--- src/inc/cpc_pkg.sv ---
`default_nettype none
package cpc_pkg;

  // ==========================================================================
  // Request and response codes
  localparam logic [3:0] REQ_NONE     = 4'h0;
  localparam logic [3:0] REQ_READ     = 4'h1;
  localparam logic [3:0] REQ_WR_WORD  = 4'h2;
  localparam logic [3:0] REQ_WR_DWORD = 4'h3;
  localparam logic [3:0] REQ_WR_BYTE  = 4'ha;
  localparam logic [3:0] RSP_NONE     = 4'h0;
  localparam logic [3:0] RSP_WORD     = 4'h1;
  localparam logic [3:0] RSP_DWORD    = 4'h2;
  localparam logic [3:0] RSP_ERR      = 4'h7;
  localparam logic [3:0] RSP_BYTE     = 4'hb;

  // ==========================================================================
  // Error codes carried as INT16 in the last two octets
  localparam logic [15:0] ERR_UNDEF_SLOT = 16'h0000, ERR_READ_ONLY = 16'h0001,
    ERR_RANGE = 16'h0002, ERR_SUBINDEX = 16'h0003, ERR_NO_ARRAY = 16'h0004,
    ERR_DATA_TYPE = 16'h0005, ERR_RESET_ONLY = 16'h0006, ERR_DESC_FIXED = 16'h0007,
    ERR_ACCESS_GRP = 16'h000a, ERR_NO_AUTH = 16'h000b, ERR_PASSWORD = 16'h000c,
    ERR_TEXT = 16'h000d, ERR_NAME = 16'h000e, ERR_NO_TEXT_ARR = 16'h000f,
    ERR_RSVD16 = 16'h0010, ERR_BAD_STATE = 16'h0011, ERR_OTHER = 16'h0012,
    ERR_CYCLIC_DATA = 16'h0013, ERR_ALREADY = 16'h00c9, ERR_CONFLICT = 16'h00ca;

  // ==========================================================================
  // Value sizes and channel field positions (octet 0 in bits 63:56)
  localparam logic [1:0] SZ_BYTE  = 2'h0;
  localparam logic [1:0] SZ_WORD  = 2'h1;
  localparam logic [1:0] SZ_DWORD = 2'h2;
  localparam logic [1:0] SZ_BAD   = 2'h3;
  localparam int CODE_LSB = 60;
  localparam int SLOT_LSB = 48;
  localparam int IDX_LSB  = 40;

  // ==========================================================================
  // Register map, status bits and reset values
  localparam logic [7:0] REG_CTRL    = 8'h00;
  localparam logic [7:0] REG_STATUS  = 8'h04;
  localparam logic [7:0] REG_MASK    = 8'h08;
  localparam logic [7:0] REG_REQ     = 8'h0c;
  localparam logic [7:0] REG_REQ_VAL = 8'h10;
  localparam logic [7:0] REG_ANS_VAL = 8'h14;
  localparam logic [7:0] REG_ANS     = 8'h18;
  localparam logic [7:0] REG_STATE   = 8'h1c;
  localparam int ST_POST_BIT = 0;
  localparam int ST_CLOSE_BIT = 1;
  localparam int ST_REFUSE_BIT = 2;
  localparam int ANS_ERR_BIT = 31;
  localparam int ANS_SIZE_LSB = 28;
  localparam logic [31:0] CTRL_RESET = 32'h0000_0001;
  localparam logic [31:0] MASK_RESET = 32'h0000_0000;

  // Exchange state of the channel engine
  typedef enum logic [1:0] {
    ST_IDLE = 2'b00,
    ST_BUSY = 2'b01,
    ST_HELD = 2'b10
  } cpc_state_t;

endpackage
`default_nettype wire

--- src/inc/cpc_req_if.sv ---
`timescale 1ns/1ns
`default_nettype none
// Engine to register file: pending request, answer from software, events
interface cpc_req_if;
  logic                req_valid;
  logic [3:0]          req_code;
  logic [7:0]          req_slot;
  logic [7:0]          req_idx;
  logic [31:0]         req_val;
  cpc_pkg::cpc_state_t state;
  logic                ev_post;
  logic                ev_close;
  logic                ev_refuse;
  logic                enable;
  logic                ans_done;
  logic                ans_err;
  logic [1:0]          ans_size;
  logic [15:0]         ans_code;
  logic [31:0]         ans_value;
  modport engine (output req_valid, req_code, req_slot, req_idx, req_val, state,
                  ev_post, ev_close, ev_refuse,
                  input enable, ans_done, ans_err, ans_size, ans_code, ans_value);
  modport regs (input req_valid, req_code, req_slot, req_idx, req_val, state,
                ev_post, ev_close, ev_refuse,
                output enable, ans_done, ans_err, ans_size, ans_code, ans_value);
endinterface
`default_nettype wire

--- src/verilog/cpc_param_channel.sv ---
`timescale 1ns/1ns
`default_nettype none
// Contract
// RULE1: Signature: code top nibble, reserved, slot low byte
// RULE2: Master codes: 0 none, 1,2,3,10 requests
// RULE3: Read answers 1, 2 or 11 by size
// RULE4: Write echoes value with 1, 2 or 11
// RULE5: Failed request answers code 7
// RULE6: Own code in reply; 0 while request 0
// RULE7: Master repeats request until it sees reply
// RULE8: Reply held until master's next request
// RULE9: Master closes exchange with code zero
// RULE10: Byte octet 8, word 7-8, dword 5-8
// RULE11: Error code INT16 in octets 7-8
// RULE12: Error codes 0..7 as listed
// RULE13: Error codes 10..19 as listed
// RULE14: Codes 201, 202; 8, 9, 16, 20-100 unused
// RULE15: Works with no output data at all
// RULE16: One request, one reply per telegram
// RULE17: Channel is first eight octets both ways
// RULE18: Ignore reserved bits; run repeats once
// RULE19: Unknown code answers 7 with error 18; while the channel is disabled the code answers error 17 instead
module cpc_param_channel (
  // Clock and reset
  input  wire logic        pclk,
  input  wire logic        presetn,
  // APB register port
  input  wire logic        psel,
  input  wire logic        penable,
  input  wire logic        pwrite,
  input  wire logic [7:0]  paddr,
  input  wire logic [31:0] pwdata,
  output logic      [31:0] prdata,
  output logic             pready,
  output logic             pslverr,
  // Parameter channel, octet 0 in bits 63:56
  input  wire logic        tel_valid,
  input  wire logic [63:0] out_chan,
  output logic      [63:0] in_chan,
  // Interrupt
  output logic             irq
);

  cpc_req_if bus ();
  cpc_pkg::cpc_state_t state;

  logic [3:0]  rx_code;
  logic [7:0]  rx_slot;
  logic [7:0]  rx_idx;
  logic [31:0] rx_val;
  logic        close_now;
  logic        open_now;
  logic        accept;
  logic        refuse;
  logic        finish;
  logic [1:0]  ans_sz;
  logic [63:0] ans_word;
  logic [63:0] refuse_word;

  // ==========================================================================
  // Register file and interrupt
  cpc_regs u_regs (
    .pclk    (pclk),
    .presetn (presetn),
    .psel    (psel),
    .penable (penable),
    .pwrite  (pwrite),
    .paddr   (paddr),
    .pwdata  (pwdata),
    .prdata  (prdata),
    .pready  (pready),
    .pslverr (pslverr),
    .irq     (irq),
    .bus     (bus.regs)
  );

  // ==========================================================================
  // Helpers
  function automatic logic is_request(input logic [3:0] c);
    return c == cpc_pkg::REQ_READ || c == cpc_pkg::REQ_WR_WORD ||
           c == cpc_pkg::REQ_WR_DWORD || c == cpc_pkg::REQ_WR_BYTE; // see RULE2
  endfunction

  // Size implied by a write code
  function automatic logic [1:0] wr_size(input logic [3:0] c);
    if (c == cpc_pkg::REQ_WR_BYTE) return cpc_pkg::SZ_BYTE;
    if (c == cpc_pkg::REQ_WR_WORD) return cpc_pkg::SZ_WORD;
    return cpc_pkg::SZ_DWORD;
  endfunction

  // Response code for a good answer of a given size
  function automatic logic [3:0] size_code(input logic [1:0] sz);
    if (sz == cpc_pkg::SZ_BYTE) return cpc_pkg::RSP_BYTE; // see RULE3 see RULE4
    if (sz == cpc_pkg::SZ_WORD) return cpc_pkg::RSP_WORD;
    return cpc_pkg::RSP_DWORD;
  endfunction

  // Right-justify the value so it ends in the last octet
  function automatic logic [31:0] fit(input logic [31:0] v, input logic [1:0] sz);
    if (sz == cpc_pkg::SZ_BYTE) return {24'h0, v[7:0]}; // see RULE10
    if (sz == cpc_pkg::SZ_WORD) return {16'h0, v[15:0]};
    return v;
  endfunction

  // Only documented codes reach the master; anything else becomes other error
  function automatic logic err_known(input logic [15:0] e);
    return e <= cpc_pkg::ERR_DESC_FIXED || // see RULE12
           (e >= cpc_pkg::ERR_ACCESS_GRP && e <= cpc_pkg::ERR_CYCLIC_DATA &&
            e != cpc_pkg::ERR_RSVD16) || // see RULE13
           e == cpc_pkg::ERR_ALREADY || e == cpc_pkg::ERR_CONFLICT; // see RULE14
  endfunction

  // Assemble the eight reply octets; reserved nibble and octet stay zero
  function automatic logic [63:0] pack(input logic [3:0] code, input logic [7:0] slot,
                                       input logic [7:0] idx, input logic [31:0] val);
    return {code, 4'h0, slot, idx, 8'h00, val}; // see RULE1 see RULE17
  endfunction

  // ==========================================================================
  // Decode of the incoming channel; reserved bits never looked at
  assign rx_code = out_chan[cpc_pkg::CODE_LSB +: 4]; // see RULE1 see RULE18
  assign rx_slot = out_chan[cpc_pkg::SLOT_LSB +: 8];
  assign rx_idx  = out_chan[cpc_pkg::IDX_LSB +: 8];
  assign rx_val  = out_chan[31:0];

  // One request per telegram; only a finished answer moves without a telegram
  assign close_now = tel_valid && rx_code == cpc_pkg::REQ_NONE; // see RULE9
  assign open_now  = tel_valid && rx_code != cpc_pkg::REQ_NONE &&
                     state == cpc_pkg::ST_IDLE; // see RULE16 see RULE15
  assign accept    = open_now && is_request(rx_code) && bus.enable;
  assign refuse    = open_now && !accept;
  assign finish    = !tel_valid && state == cpc_pkg::ST_BUSY && bus.ans_done;

  // Unknown codes get other error; a disabled channel reports bad state
  assign refuse_word = pack(cpc_pkg::RSP_ERR, rx_slot, rx_idx,
                            {16'h0, bus.enable ? cpc_pkg::ERR_OTHER
                                               : cpc_pkg::ERR_BAD_STATE}); // see RULE19

  // Build the reply from the software answer
  always_comb begin
    ans_sz = (bus.req_code == cpc_pkg::REQ_READ) ? bus.ans_size : wr_size(bus.req_code);
    if (bus.ans_err) begin
      ans_word = pack(cpc_pkg::RSP_ERR, bus.req_slot, bus.req_idx,
                      {16'h0, err_known(bus.ans_code) ? bus.ans_code
                                                      : cpc_pkg::ERR_OTHER}); // see RULE11
    end else if (ans_sz == cpc_pkg::SZ_BAD) begin
      ans_word = pack(cpc_pkg::RSP_ERR, bus.req_slot, bus.req_idx,
                      {16'h0, cpc_pkg::ERR_DATA_TYPE}); // see RULE5
    end else begin
      ans_word = pack(size_code(ans_sz), bus.req_slot, bus.req_idx,
                      fit(bus.req_code == cpc_pkg::REQ_READ ? bus.ans_value
                                                            : bus.req_val, ans_sz));
    end
  end

  // ==========================================================================
  // Exchange state; repeats of the open request are not re-executed
  always_ff @(posedge pclk or negedge presetn) begin
    if (!presetn) begin
      state <= cpc_pkg::ST_IDLE;
    end else begin
      unique case (state)
        cpc_pkg::ST_IDLE: begin
          if (accept) state <= cpc_pkg::ST_BUSY;
          else if (refuse) state <= cpc_pkg::ST_HELD;
        end
        cpc_pkg::ST_BUSY: begin
          if (close_now) state <= cpc_pkg::ST_IDLE; // Master withdrew the request
          else if (finish) state <= cpc_pkg::ST_HELD; // see RULE18
        end
        cpc_pkg::ST_HELD: begin
          if (close_now) state <= cpc_pkg::ST_IDLE; // see RULE9
        end
        default: state <= cpc_pkg::ST_IDLE;
      endcase
    end
  end

  // Latch the accepted request for software and for the echo
  always_ff @(posedge pclk or negedge presetn) begin
    if (!presetn) begin
      bus.req_code <= cpc_pkg::REQ_NONE;
      bus.req_slot <= 8'h00;
      bus.req_idx  <= 8'h00;
      bus.req_val  <= 32'h0;
    end else if (accept) begin
      bus.req_code <= rx_code;
      bus.req_slot <= rx_slot;
      bus.req_idx  <= rx_idx;
      bus.req_val  <= rx_val;
    end
  end

  // Outgoing channel; held between events so every telegram repeats it
  always_ff @(posedge pclk or negedge presetn) begin
    if (!presetn) begin
      in_chan <= 64'h0;
    end else if (close_now) begin
      in_chan <= 64'h0; // see RULE6
    end else if (refuse) begin
      in_chan <= refuse_word; // see RULE5
    end else if (finish) begin
      in_chan <= ans_word; // see RULE8
    end
  end

  // Event pulses for the status register
  always_ff @(posedge pclk or negedge presetn) begin
    if (!presetn) begin
      bus.ev_post   <= 1'b0;
      bus.ev_close  <= 1'b0;
      bus.ev_refuse <= 1'b0;
    end else begin
      bus.ev_post   <= accept;
      bus.ev_close  <= close_now && state != cpc_pkg::ST_IDLE;
      bus.ev_refuse <= refuse;
    end
  end

  assign bus.req_valid = state == cpc_pkg::ST_BUSY;
  assign bus.state     = state;
endmodule // cpc_param_channel
`default_nettype wire

--- src/verilog/cpc_regs.sv ---
`timescale 1ns/1ns
`default_nettype none
module cpc_regs (
  // Clock and reset
  input  wire logic        pclk,
  input  wire logic        presetn,
  // APB slave
  input  wire logic        psel,
  input  wire logic        penable,
  input  wire logic        pwrite,
  input  wire logic [7:0]  paddr,
  input  wire logic [31:0] pwdata,
  output logic      [31:0] prdata,
  output logic             pready,
  output logic             pslverr,
  // Interrupt and engine side
  output logic             irq,
  cpc_req_if.regs          bus
);

  logic [31:0] ctrl;
  logic [31:0] mask;
  logic [31:0] ans_val;
  logic [2:0]  status;
  logic [31:0] rdata;
  logic        hit;
  logic        wr;
  logic [2:0]  w1c;

  // ==========================================================================
  // Bus timing: one wait state, write lands when pready is seen high
  assign wr = psel && penable && pready && pwrite;
  assign w1c = (wr && paddr == cpc_pkg::REG_STATUS) ? pwdata[2:0] : 3'h0;

  always_ff @(posedge pclk or negedge presetn) begin
    if (!presetn) begin
      pready  <= 1'b0;
      prdata  <= 32'h0;
      pslverr <= 1'b0;
    end else begin
      pready <= psel && penable && !pready;
      if (psel && penable && !pready) begin
        prdata  <= pwrite ? 32'h0 : rdata;
        pslverr <= !hit; // Unmapped offsets answer with an error
      end
    end
  end

  // Read decode
  always_comb begin
    hit   = 1'b1;
    rdata = 32'h0;
    unique case (paddr)
      cpc_pkg::REG_CTRL:    rdata = ctrl;
      cpc_pkg::REG_STATUS:  rdata = {29'h0, status};
      cpc_pkg::REG_MASK:    rdata = mask;
      cpc_pkg::REG_REQ:     rdata = {bus.req_code, 4'h0, bus.req_slot, bus.req_idx,
                                     7'h0, bus.req_valid};
      cpc_pkg::REG_REQ_VAL: rdata = bus.req_val;
      cpc_pkg::REG_ANS_VAL: rdata = ans_val;
      cpc_pkg::REG_ANS:     rdata = 32'h0;
      cpc_pkg::REG_STATE:   rdata = {30'h0, bus.state};
      default:              hit = 1'b0;
    endcase
  end

  // Plain read/write registers
  always_ff @(posedge pclk or negedge presetn) begin
    if (!presetn) begin
      ctrl    <= cpc_pkg::CTRL_RESET;
      mask    <= cpc_pkg::MASK_RESET;
      ans_val <= 32'h0;
    end else if (wr) begin
      if (paddr == cpc_pkg::REG_CTRL) ctrl <= pwdata;
      if (paddr == cpc_pkg::REG_MASK) mask <= pwdata;
      if (paddr == cpc_pkg::REG_ANS_VAL) ans_val <= pwdata;
    end
  end

  // Sticky events; a new event beats a clear in the same cycle
  always_ff @(posedge pclk or negedge presetn) begin
    if (!presetn) begin
      status <= 3'h0;
      irq    <= 1'b0;
    end else begin
      status <= (status & ~w1c) | {bus.ev_refuse, bus.ev_close, bus.ev_post};
      irq    <= |(status & mask[2:0]);
    end
  end

  // Writing the answer register hands the result to the engine
  always_ff @(posedge pclk or negedge presetn) begin
    if (!presetn) begin
      bus.ans_done <= 1'b0;
      bus.ans_err  <= 1'b0;
      bus.ans_size <= cpc_pkg::SZ_BYTE;
      bus.ans_code <= 16'h0;
    end else begin
      bus.ans_done <= wr && paddr == cpc_pkg::REG_ANS;
      if (wr && paddr == cpc_pkg::REG_ANS) begin
        bus.ans_err  <= pwdata[cpc_pkg::ANS_ERR_BIT];
        bus.ans_size <= pwdata[cpc_pkg::ANS_SIZE_LSB +: 2];
        bus.ans_code <= pwdata[15:0];
      end
    end
  end

  assign bus.enable    = ctrl[0];
  assign bus.ans_value = ans_val;

endmodule // cpc_regs
`default_nettype wire

--- config.mk ---
export PLATFORM = sky130hd
export DESIGN_NAME = cpc_param_channel
export DESIGN_NICKNAME = d
export VERILOG_FILES = /design/src/inc/cpc_pkg.sv /design/src/inc/cpc_req_if.sv /design/src/verilog/cpc_param_channel.sv /design/src/verilog/cpc_regs.sv
export SDC_FILE = /design/constraint.sdc
export NUM_CORES = 1
export LEC_CHECK = 0
export BUFFER_PORTS_ARGS = -buffer_cell sky130_fd_sc_hd__buf_4
export CORE_MARGIN = 2
export CORE_UTILIZATION = 30
export CTS_BUF_LIST = sky130_fd_sc_hd__clkbuf_8
export CTS_CLUSTER_SIZE = 14
export DETAILED_ROUTE_END_ITERATION = 7
export PLACE_DENSITY_LB_ADDON = 0.3
export SLEW_MARGIN = 15
export SYNTH_ARGS = -nofsm -noshare
export SYNTH_HDL_FRONTEND = slang
export SYNTH_SLANG_ARGS = --single-unit
export TNS_END_PERCENT = 5
--- constraint.sdc ---
create_clock -name pclk -period 3.8 [get_ports pclk]
set_clock_uncertainty 0.1 [all_clocks]
set_input_delay 1.14 -clock pclk [delete_from_list [all_inputs] [get_ports pclk]]
set_output_delay 1.14 -clock pclk [all_outputs]
set_load 0.05 [all_outputs]
==> key figures <==
Finish
  • Layout cells sized above 1: 0.3888
  • Fillers: 3949
  • Finished Layout Cells: 1752
  • Layout net count: 1301
  • Most frequent cells in the layout: dfrtp_1, buf_4, mux2_2
  • Most common library cell in the layout ignoring fill and taps: dfrtp_1
  • Antenna Cells: 0
  • Area grow syn2layout: 25.11%

Worst setup path
  • CP Cell Sequence: buf_4, or3_1, nor3_4, buf_4, mux2_2
  • Worst path bufs/invs: 2
  • R2R setup slack: 1.33 ns
  • Most frequent CP cell: buf_4
  • Critical-path maximum fanout: 29
  • Crit path launch type: input port
  • WP data arrival: 2.97 ns
  • Crit. Startpoint: paddr[2]
  • Delay-heaviest family, CP: simple AND/OR/NAND/NOR gates
  • Critical path class: input port to flop
  • CP required: 4.19 ns
  • Cell count along the critical path: 5
  • Critical R2R Launch: bus.state[0]$_DFFE_PN0P_
  • CP peak stage delay: 0.61 ns
  • Worst path slowest cell: or3_1
  • Reg2Reg Depth: 5
  • Setup crit end kind: flop

STA
  • Setup TNS Final: 0 ns
  • # setup viols final: 0
  • Max Freq: 0.3875 GHz
  • Relative slew slack: 0.2484
  • Max-slew violations: 0
  • Worst Tran Pin Value: 1.124 ns
  • Final hold vios: 0
  • Worst hold margin: 0.3270 ns
  • Final worst path period need: 2.581 ns
  • Final period util: 0.6791
  • RSZ-0062 raised after global routing: false

Placed design
  • Final HPWL DP: 24.99 mm
  • Placed cells: 1665
  • GPL Wtd Cong: 0.7773
  • Number of buffers added on ports: 184

Synth
  • Syn Area/Cell: 12.06 um2
  • Yosys cell types: 63
  • Main combinational cell family by area after synthesis: multiplexers
  • XOR/XNOR Fraction of Synth Area: 0
  • YS warnings: 0
  • Synthesized cell area: 11930 um2
  • Synth Register Bits: 263
  • Post-synthesis simple-gate area fraction: 0.08403
  • Mapped Cells: 989
  • Fraction of registers with async set/reset: 1.000
  • Mux cell area share after synthesis: 0.2228
  • Synth Area in Compound Gates: 0.1010
  • Adder-cell area share of the yosys netlist: 0
  • Post-synth top flop: dfrtp_1
  • Seq/Total Area, Yosys: 0.5519
  • EDFF count, synth: 0

Clock network
  • CTS sink cnt: 263
  • Post-CTS Setup Bufs: 0
  • Root Driver: clkbuf_8
  • CTS tree: done
  • Worst-path clk slew: 0.06 ns
  • CTS buffer count: 49
  • Worst skew pair latency: 0.61 ns
  • Hold-fix buffers at CTS: 0
  • Total number of H-tree levels: 2
  • Gates resized, CTS repair: 0
  • CTS Buffer Depth: 3

Global routing
  • Total global-route track usage: 0.1817
  • Via count of the first global-routing pass: 9205
  • Overflow after GRT: 0
  • Global-route wire length before repair: 56.89 mm
  • Largest net degree at the start of global routing: 66
  • Antenna violations before repair: 1

Drt
  • DRT Wirelength: 37.14 mm
  • Vias/cell: 4.918
  • Drt first pass iters: 4
  • Final ANT Viol Nets: 0
  • DR iter-0 viols: 462
  • Routed length per instance: 21.20 um
  • Vias: 8616
  • DRC: 0

Die
  • Site row count: 73
  • Height of the die: 203.4 um
  • Die X: 203.4 um
  • Die footprint: 41370 um2
  • Io pins: 209
  • Initial Util: 0.3023
  • Core box area: 39460 um2

Power
  • Leakage: 7.264 nW
  • Max VDD drop: 370.7 uV
  • Power Dens Cells: 558.0 nW/um2

Hold path
  • Hold Path Stages: 1
  • Hold path start: bus.ev_post$_DFF_PN0_
  • Hold crit path type: flop to flop

Outcome
  • Status: finished, final reports clean

Job
  • MaxCap Viol Count: 0
cell families after synthesis:
group | count (synthesis)
buffers and inverters | 84
flip-flops | 263
AND/OR/NAND/NOR | 198
multiplexers | 242
AO/OA/AOI/OAI | 201
other | 1
synthesized netlist by cell type (10+ instances only):
master / count / area [um2]
clkbuf_1: 21 / 78.83
mux2i_1: 72 / 720.7
nand3_1: 10 / 50.05
dfrtp_1: 262 / 6556
nand2_1: 94 / 352.8
buf_4: 18 / 135.1
and3_1: 18 / 112.6
buf_2: 24 / 120.1
a21oi_1: 53 / 265.3
mux2_2: 167 / 1881
o21ai_0: 78 / 390.4
nor2_1: 25 / 93.84
o22ai_1: 21 / 131.4
nor3_1: 10 / 50.05
metrics by stage:
stage	area, um2	total power (W)	setup WS [ns]	utilization
3_5_place_dp	13910	0.005601	0.5914	0.3525
5_1_grt	14920	0.008774	1.148	0.3781
2_1_floorplan	11970	0.004847	0.9744	-
3_3_place_gp	13910	0.005569	0.6107	0.3525
6_report	14920	0.008325	1.219	0.3781
4_1_cts	14920	0.008443	1.248	0.3781
state kept, by name, indices dropped and copies added (netlist names):
name and cells:
u_regs.prdata 32, bus.state 2, u_regs.mask 32, u_regs.ctrl 32, u_regs.irq 1, bus.req_val 32, u_regs.bus.ans_size 2, u_regs.bus.ans_done 1
bus.ev_close 1, bus.req_slot 8, u_regs.pready 1, bus.ev_post 1, bus.ev_refuse 1, in_chan 52, u_regs.bus.ans_value 32, u_regs.pslverr 1
bus.req_code 4, u_regs.bus.ans_err 1, bus.req_idx 8, u_regs.status 3, u_regs.bus.ans_code 16
area by class of cell:
| class | instances | area [um2] | share of cell area |
|---|---|---|---|
| Timing Repair Buffer | 217 | 1699 | 0.1139 |
| Clock buffer | 65 | 894.6 | 0.05996 |
| Tap cell | 525 | 656.9 | 0.04403 |
| Inverter | 7 | 26.28 | 0.001761 |
| Clock inverter | 22 | 115.1 | 0.007715 |
| Sequential cell | 263 | 6583 | 0.4412 |
| Multi-Input combinational cell | 653 | 4946 | 0.3315 |
metal layers:
layer | GRT usage | up-vias | share of wire
met2 | 0.2955 | 218 | 0.47
met1 | 0.2427 | 4385 | 0.45
met5 | 0 | - | 0.00032
li1 | - | 3960 | -
met4 | 0.04875 | 2 | 0.020
met3 | 0.04346 | 51 | 0.056
power breakdown:
group	internal [W]	switching [W]	leakage (nW)
Combinational	0.000808	0.00114	3.17
Sequential	0.00321	0.000370	3.50
Clock	0.00158	0.00121	0.585
Total	0.00560	0.00272	7.26
worst paths after layout:
kind | to
worst max-delay path | u_regs.bus.ans_code[9]$_DFFE_PN0P_
max in group asynchronous | u_regs.ctrl[19]$_DFFE_PN0P_
worst min-delay path | u_regs.status[0]$_DFF_PN0_
min in group asynchronous | u_regs.prdata[7]$_DFFE_PN0P_
worst min register to register | u_regs.status[0]$_DFF_PN0_
worst max register to register | in_chan[63]$_DFFE_PN0P_
(Power assumes the default switching activity.)
